File: src/include/uim_regs.svh
/*
 Register offsets, field positions and reset values of the interrupt mask block.
 Assumes inclusion by bare name from the package and the core.
*/
`ifndef UIM_REGS_SVH
`define UIM_REGS_SVH

`define UIM_ADDR_MODE        8'h0C
`define UIM_ADDR_IRQ_CFG     8'h10
`define UIM_ADDR_MASK        8'h14
`define UIM_ADDR_PENDING     8'h18

`define UIM_MASK_RESET       32'h0000_0000
`define UIM_MASK_BUS_RESET   32'h0000_0001
`define UIM_MASK_WRITABLE    32'h03FF_FDFF
`define UIM_ZERO             32'h0000_0000

`define UIM_MODE_GATE_BIT    0
`define UIM_CFG_CTRL_LSB     0
`define UIM_CFG_DIN_LSB      2
`define UIM_CFG_DOUT_LSB     4
`define UIM_CFG_WIDTH        6

`define UIM_BIT_BUS_RESET    5'h00
`define UIM_BIT_FRAME        5'h01
`define UIM_BIT_PSEUDO_FRAME 5'h02
`define UIM_BIT_SUSPEND      5'h03
`define UIM_BIT_RESUME       5'h04
`define UIM_BIT_SPEED        5'h05
`define UIM_BIT_DMA          5'h06
`define UIM_BIT_SUPPLY       5'h07
`define UIM_BIT_SETUP        5'h08
`define UIM_BIT_EP_BASE      5'h0A
`define UIM_BIT_CTRL_OUT     5'h0A
`define UIM_BIT_CTRL_IN      5'h0B
`define UIM_BUS_EVT_WIDTH    8
`define UIM_EP_CTRL          3'h0
`define UIM_FIRST_DATA_EP    1
`define UIM_LAST_EP          7

`endif

File: src/include/uim_pkg.sv
/*
 Types shared by the interrupt mask block.
 Assumes uim_regs.svh is on the include path.
*/
`include "uim_regs.svh"

package uim_pkg;

   // Handshake report from the serial engine, at most one per cycle
   typedef struct packed {
      logic       valid;
      logic       nak;
      logic       setup;
      logic       dir_in;
      logic [2:0] ep;
   } uim_hs_evt_t;

   typedef enum logic [1:0] {
      UIM_POL_ACK_NAK   = 2'h0,
      UIM_POL_ACK       = 2'h1,
      UIM_POL_FIRST_NAK = 2'h2,
      UIM_POL_RSVD      = 2'h3
   } uim_policy_t;

endpackage : uim_pkg

File: src/core/uim_top.sv
/*
 Interrupt enable mask of a high-speed USB peripheral controller, with an
 APB slave for the mode, interrupt configuration, mask and pending registers.
 Assumes the serial engine reports handshakes and bus events as one-cycle
 pulses synchronous to pclk, and a bus reset as a one-cycle pulse.
*/
// Local design decision: the APB register port.
// Overview of operation
// [RULE_01] Mask is one 32-bit read/write register, four bytes, at address 0x14.
// [RULE_02] Bits 25..12 pair transmit/receive enables for endpoints 7 down to 1.
// [RULE_03] Bit 11 enables control IN, bit 10 control OUT of endpoint 0.
// [RULE_04] Bit 8 enables setup arrival; bits 9 and 31..26 reserved.
// [RULE_05] Cleared global gate in mode register suppresses every interrupt.
// [RULE_06] Endpoint events come from ACK or NAK handshakes, filtered by policy.
// [RULE_07] Data IN uses IN policy field, data OUT uses OUT policy field.
// [RULE_08] All endpoint 0 control transactions use the control policy field.
// [RULE_09] USB bus reset clears the mask except bit 0, which becomes one.
// [RULE_10] Bit 7 enables the supply sensing interrupt.
// [RULE_11] Bit 6 enables the DMA reason change interrupt.
// [RULE_12] Bit 5 enables the high-speed status change interrupt.
// [RULE_13] Bit 4 enables resume, bit 3 enables suspend interrupts.
// [RULE_14] Bit 2 enables pseudo frame start, bit 1 frame start interrupts.
// [RULE_15] Bit 0 enables the bus reset interrupt.
// [RULE_16] Mask reads zero after reset; irq needs pending, enabled and gate.
`include "uim_regs.svh"

module uim_top (
   input  wire  logic                     pclk,
   input  wire  logic                     presetn,
   input  wire  logic                     psel,
   input  wire  logic                     penable,
   input  wire  logic                     pwrite,
   input  wire  logic [7:0]               paddr,
   input  wire  logic [31:0]              pwdata,
   output       logic [31:0]              prdata,
   output       logic                     pready,
   output       logic                     pslverr,
   input  wire  uim_pkg::uim_hs_evt_t     hs_evt,
   input  wire  logic [7:0]               bus_evt,
   input  wire  logic                     usb_bus_reset,
   output       logic [31:0]              irq_mask,
   output       logic                     irq
);
   import uim_pkg::*;

   logic [31:0]                interrupt_source_mask;
   logic [31:0]                next_interrupt_source_mask;
   logic [31:0]                pending;
   logic [31:0]                next_pending;
   logic [31:0]                nak_seen;
   logic [31:0]                next_nak_seen;
   logic                       global_irq_gate;
   logic                       next_global_irq_gate;
   logic [`UIM_CFG_WIDTH-1:0]  irq_cfg;
   logic [`UIM_CFG_WIDTH-1:0]  next_irq_cfg;
   logic [31:0]                next_prdata;
   logic                       next_pready;
   logic                       next_pslverr;
   logic                       next_irq;

   logic                       wr_go;
   logic                       wr_mode;
   logic                       wr_cfg;
   logic                       wr_mask;
   logic                       wr_pend;
   logic                       rd_cycle;
   logic                       mapped;
   logic [4:0]                 hs_bit;
   logic [1:0]                 hs_policy;
   logic                       hs_take;
   logic [31:0]                hs_set;
   logic [31:0]                evt_set;
   logic [31:0]                enabled_src;

   // Mask fields under their own names
   logic                       bus_reset_irq_en;
   logic                       frame_start_irq_en;
   logic                       pseudo_frame_irq_en;
   logic                       suspend_irq_en;
   logic                       resume_irq_en;
   logic                       speed_change_irq_en;
   logic                       dma_reason_irq_en;
   logic                       supply_sense_irq_en;
   logic                       setup_rx_irq_en;
   logic                       ctrl_out_irq_en;
   logic                       ctrl_in_irq_en;
   logic [`UIM_LAST_EP:`UIM_FIRST_DATA_EP] ep_tx_irq_en;
   logic [`UIM_LAST_EP:`UIM_FIRST_DATA_EP] ep_rx_irq_en;

   uim_policy_t                control_ep_irq_policy;
   uim_policy_t                data_in_irq_policy;
   uim_policy_t                data_out_irq_policy;

   // Pending bit that a handshake on this endpoint and direction lands on
   function automatic logic [4:0] uim_src_bit(input logic       setup,
                                              input logic [2:0] ep,
                                              input logic       dir_in);
      if (setup) begin
         uim_src_bit = `UIM_BIT_SETUP;
      end else begin
         uim_src_bit = `UIM_BIT_EP_BASE + {1'b0, ep, dir_in};
      end
   endfunction : uim_src_bit

   // Whether a handshake raises an event under the given policy
   function automatic logic uim_policy_take(input logic [1:0] pol,
                                            input logic       nak,
                                            input logic       seen);
      case (pol)
         UIM_POL_ACK_NAK:   uim_policy_take = 1'b1;
         UIM_POL_ACK:       uim_policy_take = ~nak;
         UIM_POL_FIRST_NAK: uim_policy_take = ~nak | ~seen;
         default:           uim_policy_take = ~nak;
      endcase
   endfunction : uim_policy_take

   function automatic logic uim_is_mapped(input logic [7:0] addr);
      uim_is_mapped = (addr == `UIM_ADDR_MODE) || (addr == `UIM_ADDR_IRQ_CFG)
                    || (addr == `UIM_ADDR_MASK) || (addr == `UIM_ADDR_PENDING);
   endfunction : uim_is_mapped

   // Write strobe for one register
   function automatic logic uim_wr_hit(input logic       go,
                                       input logic [7:0] addr,
                                       input logic [7:0] target);
      uim_wr_hit = go && (addr == target);
   endfunction : uim_wr_hit

   assign control_ep_irq_policy =
      uim_policy_t'(irq_cfg[`UIM_CFG_CTRL_LSB +: 2]);
   assign data_in_irq_policy    =
      uim_policy_t'(irq_cfg[`UIM_CFG_DIN_LSB +: 2]);
   assign data_out_irq_policy   =
      uim_policy_t'(irq_cfg[`UIM_CFG_DOUT_LSB +: 2]);

   // Handshake classification
   always_comb begin
      hs_bit = uim_src_bit(hs_evt.setup, hs_evt.ep, hs_evt.dir_in); // [RULE_03] [RULE_04]
      if (hs_evt.setup || (hs_evt.ep == `UIM_EP_CTRL)) begin
         hs_policy = control_ep_irq_policy;                                // [RULE_08]
      end else if (hs_evt.dir_in) begin
         hs_policy = data_in_irq_policy;                                   // [RULE_07]
      end else begin
         hs_policy = data_out_irq_policy;                                  // [RULE_07]
      end
      hs_take = hs_evt.valid
              && uim_policy_take(hs_policy, hs_evt.nak, nak_seen[hs_bit]); // [RULE_06]
      hs_set  = `UIM_ZERO;
      if (hs_take) begin
         hs_set[hs_bit] = 1'b1;                                            // [RULE_06]
      end
      // Bus events land on bits 7..0 in mask order
      evt_set = {{(32-`UIM_BUS_EVT_WIDTH){1'b0}}, bus_evt};            // [RULE_10] [RULE_11]
   end

   // APB decode: answer comes one cycle into the access phase
   always_comb begin
      rd_cycle     = psel && penable && !pready;
      wr_go        = psel && penable && pready && pwrite;
      wr_mode      = uim_wr_hit(wr_go, paddr, `UIM_ADDR_MODE);
      wr_cfg       = uim_wr_hit(wr_go, paddr, `UIM_ADDR_IRQ_CFG);
      wr_mask      = uim_wr_hit(wr_go, paddr, `UIM_ADDR_MASK);             // [RULE_01]
      wr_pend      = uim_wr_hit(wr_go, paddr, `UIM_ADDR_PENDING);
      mapped       = uim_is_mapped(paddr);
      next_pready  = rd_cycle;
      next_pslverr = rd_cycle && !mapped;
      next_prdata  = `UIM_ZERO;
      if (rd_cycle && !pwrite) begin
         case (paddr)
            `UIM_ADDR_MODE: begin
               next_prdata[`UIM_MODE_GATE_BIT] = global_irq_gate;
            end
            `UIM_ADDR_IRQ_CFG: begin
               next_prdata[`UIM_CFG_WIDTH-1:0] = irq_cfg;
            end
            `UIM_ADDR_MASK: begin
               next_prdata = interrupt_source_mask;                        // [RULE_01]
            end
            `UIM_ADDR_PENDING: begin
               next_prdata = pending;
            end
            default: begin
               next_prdata = `UIM_ZERO;
            end
         endcase
      end
   end

   // Named enable fields; reserved bits never reach them
   always_comb begin
      bus_reset_irq_en    = interrupt_source_mask[`UIM_BIT_BUS_RESET];     // [RULE_15]
      frame_start_irq_en  = interrupt_source_mask[`UIM_BIT_FRAME];         // [RULE_14]
      pseudo_frame_irq_en = interrupt_source_mask[`UIM_BIT_PSEUDO_FRAME];  // [RULE_14]
      suspend_irq_en      = interrupt_source_mask[`UIM_BIT_SUSPEND];       // [RULE_13]
      resume_irq_en       = interrupt_source_mask[`UIM_BIT_RESUME];        // [RULE_13]
      speed_change_irq_en = interrupt_source_mask[`UIM_BIT_SPEED];         // [RULE_12]
      dma_reason_irq_en   = interrupt_source_mask[`UIM_BIT_DMA];           // [RULE_11]
      supply_sense_irq_en = interrupt_source_mask[`UIM_BIT_SUPPLY];        // [RULE_10]
      setup_rx_irq_en     = interrupt_source_mask[`UIM_BIT_SETUP];         // [RULE_04]
      ctrl_out_irq_en     = interrupt_source_mask[`UIM_BIT_CTRL_OUT];      // [RULE_03]
      ctrl_in_irq_en      = interrupt_source_mask[`UIM_BIT_CTRL_IN];       // [RULE_03]
      ep_tx_irq_en        = '0;
      ep_rx_irq_en        = '0;
      for (int n = `UIM_FIRST_DATA_EP; n <= `UIM_LAST_EP; n++) begin
         ep_tx_irq_en[n] = interrupt_source_mask[uim_src_bit(1'b0, 3'(n), 1'b1)]; // [RULE_02]
         ep_rx_irq_en[n] = interrupt_source_mask[uim_src_bit(1'b0, 3'(n), 1'b0)]; // [RULE_02]
      end
   end

   // Enables put back in source order for the irq term
   always_comb begin
      enabled_src                        = `UIM_ZERO;
      enabled_src[`UIM_BIT_BUS_RESET]    = bus_reset_irq_en;
      enabled_src[`UIM_BIT_FRAME]        = frame_start_irq_en;
      enabled_src[`UIM_BIT_PSEUDO_FRAME] = pseudo_frame_irq_en;
      enabled_src[`UIM_BIT_SUSPEND]      = suspend_irq_en;
      enabled_src[`UIM_BIT_RESUME]       = resume_irq_en;
      enabled_src[`UIM_BIT_SPEED]        = speed_change_irq_en;
      enabled_src[`UIM_BIT_DMA]          = dma_reason_irq_en;
      enabled_src[`UIM_BIT_SUPPLY]       = supply_sense_irq_en;
      enabled_src[`UIM_BIT_SETUP]        = setup_rx_irq_en;
      enabled_src[`UIM_BIT_CTRL_OUT]     = ctrl_out_irq_en;
      enabled_src[`UIM_BIT_CTRL_IN]      = ctrl_in_irq_en;
      for (int n = `UIM_FIRST_DATA_EP; n <= `UIM_LAST_EP; n++) begin
         enabled_src[uim_src_bit(1'b0, 3'(n), 1'b1)] = ep_tx_irq_en[n];
         enabled_src[uim_src_bit(1'b0, 3'(n), 1'b0)] = ep_rx_irq_en[n];
      end
   end

   // Global gate in the mode register
   always_comb begin
      next_global_irq_gate = global_irq_gate;
      if (wr_mode) begin
         next_global_irq_gate = pwdata[`UIM_MODE_GATE_BIT];                // [RULE_05]
      end
   end

   always_ff @(posedge pclk or negedge presetn) begin
      if (!presetn) begin
         global_irq_gate <= 1'b0;
      end else begin
         global_irq_gate <= next_global_irq_gate;
      end
   end

   // Policy fields of the interrupt configuration register
   always_comb begin
      next_irq_cfg = irq_cfg;
      if (wr_cfg) begin
         next_irq_cfg = pwdata[`UIM_CFG_WIDTH-1:0];                        // [RULE_07] [RULE_08]
      end
   end

   always_ff @(posedge pclk or negedge presetn) begin
      if (!presetn) begin
         irq_cfg <= '0;
      end else begin
         irq_cfg <= next_irq_cfg;
      end
   end

   // Enable mask; a bus reset wins over a write in the same cycle
   always_comb begin
      next_interrupt_source_mask = interrupt_source_mask;
      if (wr_mask) begin
         next_interrupt_source_mask = pwdata & `UIM_MASK_WRITABLE;        // [RULE_01] [RULE_04]
      end
      if (usb_bus_reset) begin
         next_interrupt_source_mask = `UIM_MASK_BUS_RESET;                 // [RULE_09]
      end
   end

   always_ff @(posedge pclk or negedge presetn) begin
      if (!presetn) begin
         interrupt_source_mask <= `UIM_MASK_RESET;                         // [RULE_16]
         irq_mask              <= `UIM_MASK_RESET;
      end else begin
         interrupt_source_mask <= next_interrupt_source_mask;
         irq_mask              <= next_interrupt_source_mask;
      end
   end

   // Sticky pending bits, set after clear so a fresh event is never lost
   always_comb begin
      next_pending = pending;
      if (wr_pend) begin
         next_pending = pending & ~pwdata;
      end
      next_pending = (next_pending | hs_set | evt_set) & `UIM_MASK_WRITABLE;
   end

   always_ff @(posedge pclk or negedge presetn) begin
      if (!presetn) begin
         pending <= `UIM_ZERO;
      end else begin
         pending <= next_pending;
      end
   end

   // Last handshake per source was a NAK; a bus reset forgets it
   always_comb begin
      next_nak_seen = nak_seen;
      if (hs_evt.valid) begin
         next_nak_seen[hs_bit] = hs_evt.nak;                               // [RULE_06]
      end
      if (usb_bus_reset) begin
         next_nak_seen = `UIM_ZERO;
      end
   end

   always_ff @(posedge pclk or negedge presetn) begin
      if (!presetn) begin
         nak_seen <= `UIM_ZERO;
      end else begin
         nak_seen <= next_nak_seen;
      end
   end

   // APB answer, one cycle wide
   always_ff @(posedge pclk or negedge presetn) begin
      if (!presetn) begin
         prdata  <= `UIM_ZERO;
         pready  <= 1'b0;
         pslverr <= 1'b0;
      end else begin
         prdata  <= next_prdata;
         pready  <= next_pready;
         pslverr <= next_pslverr;
      end
   end

   // Request needs a pending source, its enable and the global gate
   always_comb begin
      next_irq = global_irq_gate                                           // [RULE_05]
               && |(pending & enabled_src);                                // [RULE_16]
   end

   always_ff @(posedge pclk or negedge presetn) begin
      if (!presetn) begin
         irq <= 1'b0;
      end else begin
         irq <= next_irq;
      end
   end

endmodule : uim_top

File: config.mk
export PLATFORM = sky130hd
export DESIGN_NAME = uim_top
export DESIGN_NICKNAME = d
export VERILOG_FILES = /design/src/include/uim_pkg.sv /design/src/core/uim_top.sv
export VERILOG_INCLUDE_DIRS = /design/src /design/src/include
export SDC_FILE = /design/constraint.sdc
export NUM_CORES = 1
export LEC_CHECK = 0
export BUFFER_PORTS_ARGS = -buffer_cell sky130_fd_sc_hd__buf_2
export CAP_MARGIN = 10
export CORE_ASPECT_RATIO = 1.2
export CORE_MARGIN = 4
export CORE_UTILIZATION = 49
export CTS_CLUSTER_SIZE = 12
export DETAILED_ROUTE_END_ITERATION = 8
export GPL_ROUTABILITY_DRIVEN = 0
export MAX_ROUTING_LAYER = met4
export PLACE_DENSITY = 0.79
export SYNTH_ARGS = -nofsm -noshare
export SYNTH_HDL_FRONTEND = slang
export SYNTH_SLANG_ARGS = --single-unit
File: constraint.sdc
create_clock -name pclk -period 1.8 [get_ports pclk]
set_input_delay 0.09 -clock pclk [delete_from_list [all_inputs] [get_ports pclk]]
set_output_delay 0.09 -clock pclk [all_outputs]
set_load 0.05 [all_outputs]
[Word-level counts from Yosys, hierarchy flattened]
Index checks and enable logic that the tools add are counted.
Operators by class
  div/mod/pow operators: 0
  reductions and logical operators: 25
  magnitude comparators: 2
  equality and inequality tests: 5
  $mul: 0
  bitwise operators: 8
  add/sub/neg operators: 1
  multiplexer cells: 19
  shift operators: 0
Operator list (number)
  32-bit 2-to-1 mux: 5
  26-bit bitwise AND: 2
  26-bit 2-to-1 mux: 2
  26-bit case mux with 2 select lines: 1
  32-bit bitwise mux: 1
  32-bit OR reduction: 1
  26-bit inverter: 1
  26-bit OR: 1
  26-bit by 8-bit OR with 26-bit output: 1
  8-bit by 5-bit equality test with 1-bit output, second input constant: 3
  5-bit case mux with 3 select lines: 1
  1-bit logical AND: 13
  8-bit by 4-bit equality test with 1-bit output, second input constant: 1
  5-bit by 6-bit < comparator with 1-bit output, second input constant: 1
  4-bit by 4-bit adder with 5-bit output, first input constant: 1
  1-bit binary-select mux with 5-bit select: 1
  1-bit demux with 5-bit select: 1
  5-bit by 1-bit >= comparator with 1-bit output, second input constant: 1
  5-bit 2-to-1 mux: 1
  1-bit logical OR: 4
  2-bit 2-to-1 mux: 2
  1-bit case mux with 4 select lines: 1
  2-bit nonzero test: 2
  1-bit zero test: 3
  other kinds (7): 9
Storage, ports and cells
  latch bits: 0
  register bits: 131
  memories kept: 0
  bits in read-only memories: 0
  logic and storage cells: 69
  memory bits (writable): 0
  bits of input ports: 61

[Longest topological paths before layout]
Gate-level depths: netlist (run 1).
  word-level depth: 11
  depth in mapped cells: 10
  gate-level depth less buffers: 7

[Worst setup path after synthesis (run 1)]
No wires, ideal clock.
  kind: register -> register
  start point: register pready
  end point: register pending[15]
  stages on the path, launching flop included: 7
  data arrival time: 1.976 ns
  setup slack: -0.309 ns
  period minus slack after synthesis: 2.109 ns
  path buffers: 1
  path through: dfrtp_1 > nand4_1 > nor4_2 > clkbuf_1 > a21boi_0 > a41oi_1 > o21ai_0
Between the ends
  word-level cells in the longest chain between the ends: 6
RTL lines
  start: declaration: line uim_top.sv:36  | output logic pready,
  start signal: assignment: line uim_top.sv:327  | pready <= next_pready;
  1-bit logical AND (2 in a row): line uim_top.sv:159  | wr_go = psel && penable && pready && pwrite;
  1-bit logical AND: line uim_top.sv:126  | uim_wr_hit = go && (addr == target);
  26-bit 2-to-1 mux: line uim_top.sv:286  | if (wr_pend) begin
  26-bit OR: line uim_top.sv:289  | next_pending = (next_pending | hs_set | evt_set) & `UIM_MASK_WRITABLE;
  26-bit by 8-bit OR with 26-bit output: line uim_top.sv:289
  via next_pending[15]: line uim_top.sv:49  | logic [31:0] next_pending;
  end signal: assignment: line uim_top.sv:294  | pending <= `UIM_ZERO;
  end signal: assignment: line uim_top.sv:296  | pending <= next_pending;
  end: declaration: line uim_top.sv:48  | logic [31:0] pending;
The timed path passes the listed nets, and every way through them passes these cells.
A chain may end at the register's enable or synchronous reset.

[Worst setup path after layout (run 1)]
  start point: register nak_seen[29]
  end point: register pending[20]
Between the ends
  word-level cells in the longest chain between the ends: 9
RTL lines
  start: declaration: line uim_top.sv:50  | logic [31:0] nak_seen;
  start signal: assignment: line uim_top.sv:313  | nak_seen <= `UIM_ZERO;
  start signal: assignment: line uim_top.sv:315  | nak_seen <= next_nak_seen;
  1-bit binary-select mux with 5-bit select: line uim_top.sv:147  | && uim_policy_take(hs_policy, hs_evt.nak, nak_seen[hs_bit]);
  1-bit 2-to-1 mux (implied by the code): line uim_top.sv:147
  1-bit inverter: line uim_top.sv:112  | UIM_POL_FIRST_NAK: uim_policy_take = ~nak | ~seen;
  1-bit OR: line uim_top.sv:112
  1-bit case mux with 2 select lines: line uim_top.sv:109  | case (pol)
  1-bit logical AND: line uim_top.sv:147
  26-bit 2-to-1 mux: line uim_top.sv:149  | if (hs_take) begin
  26-bit OR: line uim_top.sv:289
  26-bit by 8-bit OR with 26-bit output: line uim_top.sv:289
  via next_pending[20]: line uim_top.sv:49
The timed path passes the listed nets, and every way through them passes these cells. The select of a mux whose other input is x is not followed.

==> results of run 1 <==
placed cells by master (no fill, tap or decap), types with 4 or more instances in the layout:
cell	instances
a21boi_0	7
a21oi_1	27
a222oi_1	7
a22o_1	26
a22oi_1	28
a41oi_1	7
and3_1	4
buf_12	7
buf_2	105
buf_4	52
buf_6	4
clkbuf_16	17
clkinvlp_4	4
conb_1	14
dfrtp_1	116
dlygate4sd3_1	34
inv_1	6
mux2_2	8
mux2i_1	24
mux4_2	4
nand2_1	62
nand3_1	17
nor2_1	76
nor2b_1	7
nor3_1	5
o21ai_0	16
o21ai_1	9
o21ai_2	12
per-stage QoR:
stage | cell area [um2] | utilization | setup TNS, ns | instances
2_1_floorplan | 5880 | - | -4.53 | 596
3_3_place_gp | 6860 | 0.593 | -11.32 | 866
3_5_place_dp | 6860 | 0.593 | -14.89 | 866
4_1_cts | 7880 | 0.681 | -0.343 | 936
5_1_grt | 7920 | 0.685 | -1.27 | 937
6_report | 7920 | 0.685 | -0.116 | 937
synth_stat cells, types with 5 or more instances:
master and instances:
a21boi_0 7, a21oi_1 29, a222oi_1 7, a22o_1 26, a22oi_1 28, a41oi_1 7
buf_4 14, clkbuf_1 29, dfrtp_1 117, inv_1 6, mux2_2 8, mux2i_1 24
nand2_1 62, nand3_1 17, nor2_1 76, nor2b_1 7, nor3_1 5, o21ai_0 34
or2_2 5
sequential cells by signal, indices dropped and copies added, names as in the netlist:
register	count
prdata	25
global_irq_gate	1
irq_mask	25
irq	1
nak_seen	32
pslverr	1
pending	25
irq_cfg	6
pready	1
logic make-up (layout without fill, tap and decap cells):
family | Yosys count | after routing | share of synthesized area
and+or+nand+nor | 202 | 203 | 0.165
AOI/OAI and AO/OA | 166 | 166 | 0.199
DFF | 117 | 117 | 0.507
buffers and inverters | 58 | 241 | 0.0509
muxes | 36 | 36 | 0.0728
adders and majority gates | 2 | 2 | 0.00433
other | 1 | 14 | 0.000649
xor gates and xnor gates | 1 | 1 | 0.00152
what timing repair did:
action / CTS / global route
resized for setup: 36 / 11
pin swaps: 17 / 6
hold endpoints to repair: 164 / 0
endpoints found under the setup margin: 25 / 26
hold buffers: 34 / 0
cloned: 1 / 0
buffers inserted: 4 / 1
area by class of cell:
| cell class | count | share of cell area |
|---|---|---|
| flip-flops and latches | 117 | 0.370 |
| multi-input cells | 422 | 0.348 |
| repair buffers | 202 | 0.182 |
| clock buffers | 18 | 0.0554 |
| well taps | 157 | 0.0248 |
| clock inverters | 14 | 0.0161 |
| inverters | 7 | 0.00363 |
power groups by stage:
stage / clock, mW / sequential [mW] / combinational (mW)
after global placement: 0 / 2.84 / 0.609
final: 3.20 / 2.82 / 0.761
after detailed placement: 0 / 2.85 / 0.625
after floorplan: 0 / 2.82 / 0.355
after CTS: 3.22 / 2.81 / 0.723
after global routing: 3.36 / 2.82 / 0.818
worst paths after layout:
kind | start | to | slack, ns | cells past startpoint
min in group asynchronous | presetn | prdata[25] | 0.09 | 2
max in group asynchronous | presetn | pready | 1.07 | 3
setup / recovery | nak_seen[29] | pending[20] | -0.04 | 7
hold / removal | usb_bus_reset | irq_mask[0] | 0.08 | 3
hold reg to reg | pready | pready | 0.49 | 1
setup reg to reg | nak_seen[29] | pending[20] | -0.04 | 7
tightest hold or removal path: cells and delay by family:
family	cells	cell delay (ns)
simple gates	1	0.08
compound gates	1	0.11
buf+inv	1	0.16
layer usage:
metal | vias up | global-route usage | wire length [um]
met1 | 2731 | 0.321 | 6710
met4 | 0 | 0.134 | 836
met2 | 365 | 0.464 | 9200
li1 | 2469 | - | -
met3 | 79 | 0.0499 | 1560
met5 | - | - | 0
==> reports/metrics.sh, run 1 <==
DETAIL_ROUTE.DRC_VIOLATIONS=0
CLOCK_POWER_SHARE=0.472
DRTPASS1ITERATIONS=9
LAYOUT-DRIVE-GT1-SHARE=0.319
BOUNDARYPINS=128
DIE_AREA_UM2=13600
ANT_NETS=0
SEQ_AREA_FRAC_SYNTH=0.507
TIMING.CRITICAL_PATH.TO_TYPE='flop'
ASYNCSETRESETFLOPFRACSYNTH=1.00
H-TREE-DEPTH=4
TIMING_MAX_TRANSITION_VIOLATIONS_FINAL=0
WORST_EP_ARRIVAL_TIME_NS=2.17
LAYOUT-AREA-OVERHEAD-VS-SYNTH_PCT=37.1
ROW_COUNT=43
NETLIST.AREA_LEADER.SHARE=0.507
FILLERS=799
DRT-VIAS-PER-INSTANCE=6.02
SETUP_VIOLATIONS=8
DRT_ITER0_DRC=537
DIEHEIGHT_UM=127
YOSYS_REGISTER_BITS=117
DRV.MAX_CAP_VIOLATION_COUNT=0
TRITONCTS.NUM_BUFFERS=17
CTS_TREE='done'
LAYOUT.NETS=830
START_KIND='flop'
FINAL-SEQ-AREA_UM2=2930
PLACE.PORT_BUFFERS=106
PART_OF_THE_POWER_IN_COMBINATIONAL_LOGIC=0.112
FINALWIRELENGTH_UM=18300
COUNT_OF_FLIP_FLOPS_WITH_A_BUILT_IN_ENABLE_AFTER_SYNTHESIS=0
SYNTH.LIB_CELLS_USED.DISTINCT=61
OUTCOME='complete, but fails checks'
SLOWEST_STAGE='mux4_2'
PATH_DELAY_FAMILY='multiplexers'
CELLPOWERDENSITY_nW_PER_UM2=856
PERIOD_NEEDED_NS=1.84
POSTSYNTHAREAPERCELL_UM2=9.91
SYNTH_WARN=0
GRTUSAGETOTAL=0.278
GRT_PASS1_WL_UM=28800
SYNTHCELLS=583
YOSYSTOPAREACELL='dfrtp_1'
CRIT_PATH_MAX_INCR_DELAY_NS=0.48
CRITPATHMAXFANOUT=6
SYNTHFLOPTYPE='dfrtp_1'
PIN_COUNT_OF_THE_BIGGEST_NET_ENTERING_GLOBAL_ROUTING=73
HOLD_CLASS='input port to flop'
DETAILROUTE.VIA_COUNT=5644
FIN_CRIT_SH=1.02
ANTENNA_CELLS=0
GRT_SETUP_UNREPAIRED='yes'
NUMBER_OF_GLOBAL_ROUTE_VIAS_BEFORE_REPAIR=5673
SYNTH_TOP_CELLS_BY_AREA='dfrtp_1 (51%), nor2_1 (4.9%), mux2i_1 (4.2%), nand2_1 (4.0%), a22o_1 (3.9%)'
CTS_BUFFER_DEPTH=2
NUMCLOCKSINKS=117
REPORT.POWER.TOTAL_mW=6.78
WORSTPATHREQUIRED_NS=2.12
WORSTPATHCELLLIST='or2_4 > mux4_2 > o32ai_2 > buf_4 > nor4b_4 > buf_6 > o31ai_2'
INITIAL_UTILIZATION=0.500
INTERNAL_POWER_mW=4.96
SEQPWRFRAC=0.415
REPORT.FINAL.HOLD_VIOL_COUNT=0
VIOLATIONS='setup timing'
TOTAL_LEAKAGE_POWER_nW=3.63
FINALWORSTSETUPSLACK_NS=-0.0435
DP_SLACK_NS=-0.223
POST-DP-HPWL_UM=11700
GRT_OVERFLOW_TOTAL=0
CRITICAL_PATH.N_BUFFERS_INVERTERS=2
FINCLKSKEW_NS=0.00820
NETSW_mW=1.82
VDD_IR_DROP_MAX_uV=815
MULTIINPUTGATEAREA_UM2=2760
CRITICALPATHCATEGORY='flop to flop'
WORSTSKEWPAIRLATENCY_NS=0.41
CLK_PIN_SLEW_NS=0.05
SYN-CELL-AREA_UM2=5780
MAX_FREQ_GHz=0.542
DIE_W_UM=107
ANTENNA_VIOLATIONS_BEFORE_REPAIR=0
CORE_AREA_UM2=11600
CTS-ROOT-BUF='clkbuf_16'
TIMING.HOLD.WS_NS=0.0824
ROUTE.DETAILED.WL_PER_INST_UM=19.5
SWSHARE=0.268
Note: power is estimated with default switching activity, not from simulation.
==> inputs of run 2 (changes only) <==
--- a/config.mk
+++ b/config.mk
@@ -6,16 +6,17 @@
 export SDC_FILE = /design/constraint.sdc
 export NUM_CORES = 1
 export LEC_CHECK = 0
+export ABC_AREA = 1
 export BUFFER_PORTS_ARGS = -buffer_cell sky130_fd_sc_hd__buf_2
 export CAP_MARGIN = 10
 export CORE_ASPECT_RATIO = 1.2
 export CORE_MARGIN = 4
-export CORE_UTILIZATION = 49
+export CORE_UTILIZATION = 50
 export CTS_CLUSTER_SIZE = 12
 export DETAILED_ROUTE_END_ITERATION = 8
 export GPL_ROUTABILITY_DRIVEN = 0
 export MAX_ROUTING_LAYER = met4
-export PLACE_DENSITY = 0.79
+export PLACE_DENSITY = 0.8
 export SYNTH_ARGS = -nofsm -noshare
 export SYNTH_HDL_FRONTEND = slang
 export SYNTH_SLANG_ARGS = --single-unit
==> run 2 against run 1 <==
  * The flow now finishes without violations
  * Hold slack got worse by 0.057 ns
  * Area after synthesis rose by 5.2%
  * Non-clock buffer count down 25
  * Critical path type unchanged
==> reports/metrics.sh, run 2 <==
LAYOUT.CORE_UTILIZATION=0.671  # -0.0142
DIE_W_UM=109  # +1.4%
WORSTPATHREQUIRED_NS=2.08  # -0.04 ns
HOLD_CLASS='input port to flop'
REGMOSTFLOPS='nak_seen'
DP_SLACK_NS=0.0225  # +0.245 ns
SYNTHFLOPTYPE='dfrtp_1'
PLACE.PORT_BUFFERS=106  # unchanged
OUTCOME='completed'
SYN-CELL-AREA_UM2=6080  # +5.2%
FINCLKSKEW_NS=0.00590  # -0.00230 ns
DRT-VIAS-PER-INSTANCE=5.18  # -14%
INITIAL_UTILIZATION=0.518  # +0.0187
DETAIL_ROUTE.DRC_VIOLATIONS=0  # unchanged
REPORT.FINAL.HOLD_VIOL_COUNT=0  # unchanged
POST-DP-HPWL_UM=11300  # -3.8%
CELLPOWERDENSITY_nW_PER_UM2=866  # +1.2%
DRT_ITER0_DRC=394  # -27%
TIMING.HOLD.WORST_ENDPOINT='irq_mask[17]'
YOSYS_REGISTER_BITS=117  # unchanged
LAYOUT.NETS=1048  # +26%
SYNTHCELLS=818  # +40%
LAYOUT.CELLS.MOST_COMMON_LIST='nand2_1 (206), inv_1 (138), dfrtp_1 (117)'
YOSYSTOPAREACELL='dfrtp_1'
FINALWIRELENGTH_UM=17200  # -5.8%
DRV.MAX_CAP_VIOLATION_COUNT=0  # unchanged
LAYOUT-AREA-OVERHEAD-VS-SYNTH_PCT=29.4
H-TREE-DEPTH=4  # unchanged
TRITONCTS.NUM_BUFFERS=17  # unchanged
ASYNCSETRESETFLOPFRACSYNTH=1.00  # unchanged
ANT_NETS=0  # unchanged
NETLIST.AREA_LEADER.SHARE=0.482  # -0.0250
TIMING.SLEW.HEADROOM=0.589
TOTAL_LEAKAGE_POWER_nW=4.15  # +14%
CORE_AREA_UM2=11700  # +1.4%
SETUP_VIOLATIONS=0  # -8
PERIOD_NEEDED_NS=1.68  # -0.162 ns
FIN_CRIT_SH=0.934  # -0.0900
BOUNDARYPINS=128  # unchanged
POST-CTS-SETUP-BUFFER-COUNT=0  # -4
CRITPATHMAXFANOUT=25  # +19
FINALWORSTSETUPSLACK_NS=0.119  # +0.162 ns
POSTSYNTHAREAPERCELL_UM2=7.43  # -25%
LARGEST_REGISTER_FF_COUNT=32  # unchanged
YOSYS.CELL_COUNT.TOP_TYPE='nand2_1'
CRITICALPATHCATEGORY='flop to flop'
GRT_OVERFLOW_TOTAL=0  # unchanged
NUMCLOCKSINKS=117  # unchanged
CTS-ROOT-BUF='clkbuf_16'
DRTPASS1ITERATIONS=6  # -3
CTS_BUFFER_DEPTH=2  # unchanged
TIMING.SETUP.TNS_NS=0  # +0.116 ns
WORSTSKEWPAIRLATENCY_NS=0.42  # about the same
HOLD_DEPTH=3  # unchanged
ROW_COUNT=43  # unchanged
NUMBER_OF_GLOBAL_ROUTE_VIAS_BEFORE_REPAIR=5819  # +2.6%
SYNTH.LIB_CELLS_USED.DISTINCT=36  # -41%
SEQ_AREA_FRAC_SYNTH=0.482  # -0.0250
DETAILROUTE.VIA_COUNT=5990  # +6.1%
WORST_R2R_ENDPOINT='pending[0]'
FILLERS=922  # +15%
DIEHEIGHT_UM=129  # +1.4%
CTS_TREE='done'
MOSTFREQUENTLAYOUTCELL='nand2_1'
SYNTH_WARN=0  # unchanged
WORST_SLEW_PIN_SLEW_NS=0.616
REGTOREGSETUPSLACK_NS=0.12  # +0.16 ns
GRTUSAGETOTAL=0.265  # -0.0123
COUNT_OF_FLIP_FLOPS_WITH_A_BUILT_IN_ENABLE_AFTER_SYNTHESIS=0  # unchanged
PIN_COUNT_OF_THE_BIGGEST_NET_ENTERING_GLOBAL_ROUTING=51  # -30%
ANTENNA_VIOLATIONS_BEFORE_REPAIR=1  # +1
ROUTE.DETAILED.WL_PER_INST_UM=14.9  # -24%
TIMING_MAX_TRANSITION_VIOLATIONS_FINAL=0  # unchanged
WORST_EP_ARRIVAL_TIME_NS=1.96  # -0.21 ns
VDD_IR_DROP_MAX_uV=593  # -27%
START_KIND='flop'
HOLDCRITSTARTPOINT='pwdata[17]'
WORST_R2R_STARTPOINT='irq_cfg[5]'
CLK_PIN_SLEW_NS=0.06  # about the same
TIMING.CRITICAL_PATH.TO_TYPE='flop'
DIE_AREA_UM2=14000  # +2.9%
LAYOUT-DRIVE-GT1-SHARE=0.185  # -0.134
SYNTH_TOP_CELLS_BY_AREA='dfrtp_1 (48%), nand2_1 (13%), inv_1 (8.5%), o21ai_0 (8.3%), nand3_1 (3.8%)'
WORST_R2R_PATH_DEPTH=11  # +4
SYNTH_COMMON_CELLS='nand2_1 (206), inv_1 (138), dfrtp_1 (117), o21ai_0 (101), nor2_1 (60)'
GRT_PASS1_WL_UM=28100  # -2.6%
MAX_FREQ_GHz=0.595  # +9.6%
==> run 2: layer usage <==
metal	GRT usage	wire, um	vias to the layer above
li1	-	-	2908
met1	0.315	6970	2719
met2	0.416	8240	295
met3	0.0607	1290	68
met4	0.146	743	0
met5	-	0	-
==> run 2: kinds of logic (layout without fill, tap and decap cells) <==
| kind of cell | count (synthesis) | in the layout | share of synthesized area |
|---|---|---|---|
| adder cells (fa/ha/maj) | 2 | 2 | 0.00412 |
| AND/OR/NAND/NOR | 343 | 343 | 0.237 |
| buffers and inverters | 187 | 354 | 0.129 |
| AO/OA/AOI/OAI | 168 | 168 | 0.147 |
| other | 1 | 15 | 0.000617 |
| flip-flops | 117 | 117 | 0.482 |
==> run 2: repair_timing <==
item / in CTS / in global routing
resized for setup: 0 / 2
hold buffers: 36 / 0
endpoints found under the hold margin: 156 / 0
setup endpoints to repair: 0 / 13
==> run 2: worst max-delay path by stage <==
stage | slack (ns) | cells past startpoint | to | startpoint
final | 0.12 | 11 | pending[0] | irq_cfg[5]
after CTS | 0.04 | 9 | prdata[1] | penable
after global placement | 0.07 | 15 | pending[2] | hs_evt[0]
after detailed placement | 0.02 | 15 | pending[16] | hs_evt[0]
after global routing | -0.003 | 11 | pending[0] | irq_cfg[5]
after floorplan | 0.05 | 8 | irq_mask[24] | pready
==> run 2: report_power, final <==
group | total (mW) | switching [mW] | internal [mW] | leakage [nW]
Combinational | 0.780 | 0.503 | 0.277 | 2.33
Clock | 3.19 | 1.25 | 1.94 | 0.269
Sequential | 2.84 | 0.0930 | 2.75 | 1.55
==> run 2: cell type report <==
cell class,count,area (um2),share of cell area
tap,157,196,0.0250
antenna,1,2.50,0.000318
inverter,145,544,0.0692
clock buffer,18,439,0.0558
timing repair buffer,177,1210,0.153
multi-input combinational,527,2430,0.309
clock inverter,14,124,0.0157
sequential,117,2930,0.372
==> run 2: through the flow <==
stage	hold slack [ns]	cell area [um2]	total power [mW]	instances
after floorplan	-0.206	6130	3.29	831
after global placement	0.0170	6930	3.56	1087
after detailed placement	0.0125	6930	3.57	1087
after CTS	0.0221	7850	6.78	1155
after global routing	0.0459	7870	7.07	1156
final	0.0256	7870	6.81	1156
==> run 2: critical path: stages (launching register included) <==
cell and delay (ns):
dfrtp_1 0.35, inv_1 0.08, o21ai_0 0.17, nand2_1 0.07, o21ai_0 0.12, nand2_1 0.11
nor2_1 0.10, nand3_1 0.09, nand2_2 0.11, nand2_8 0.13, nand3_1 0.12, nand2_1 0.09
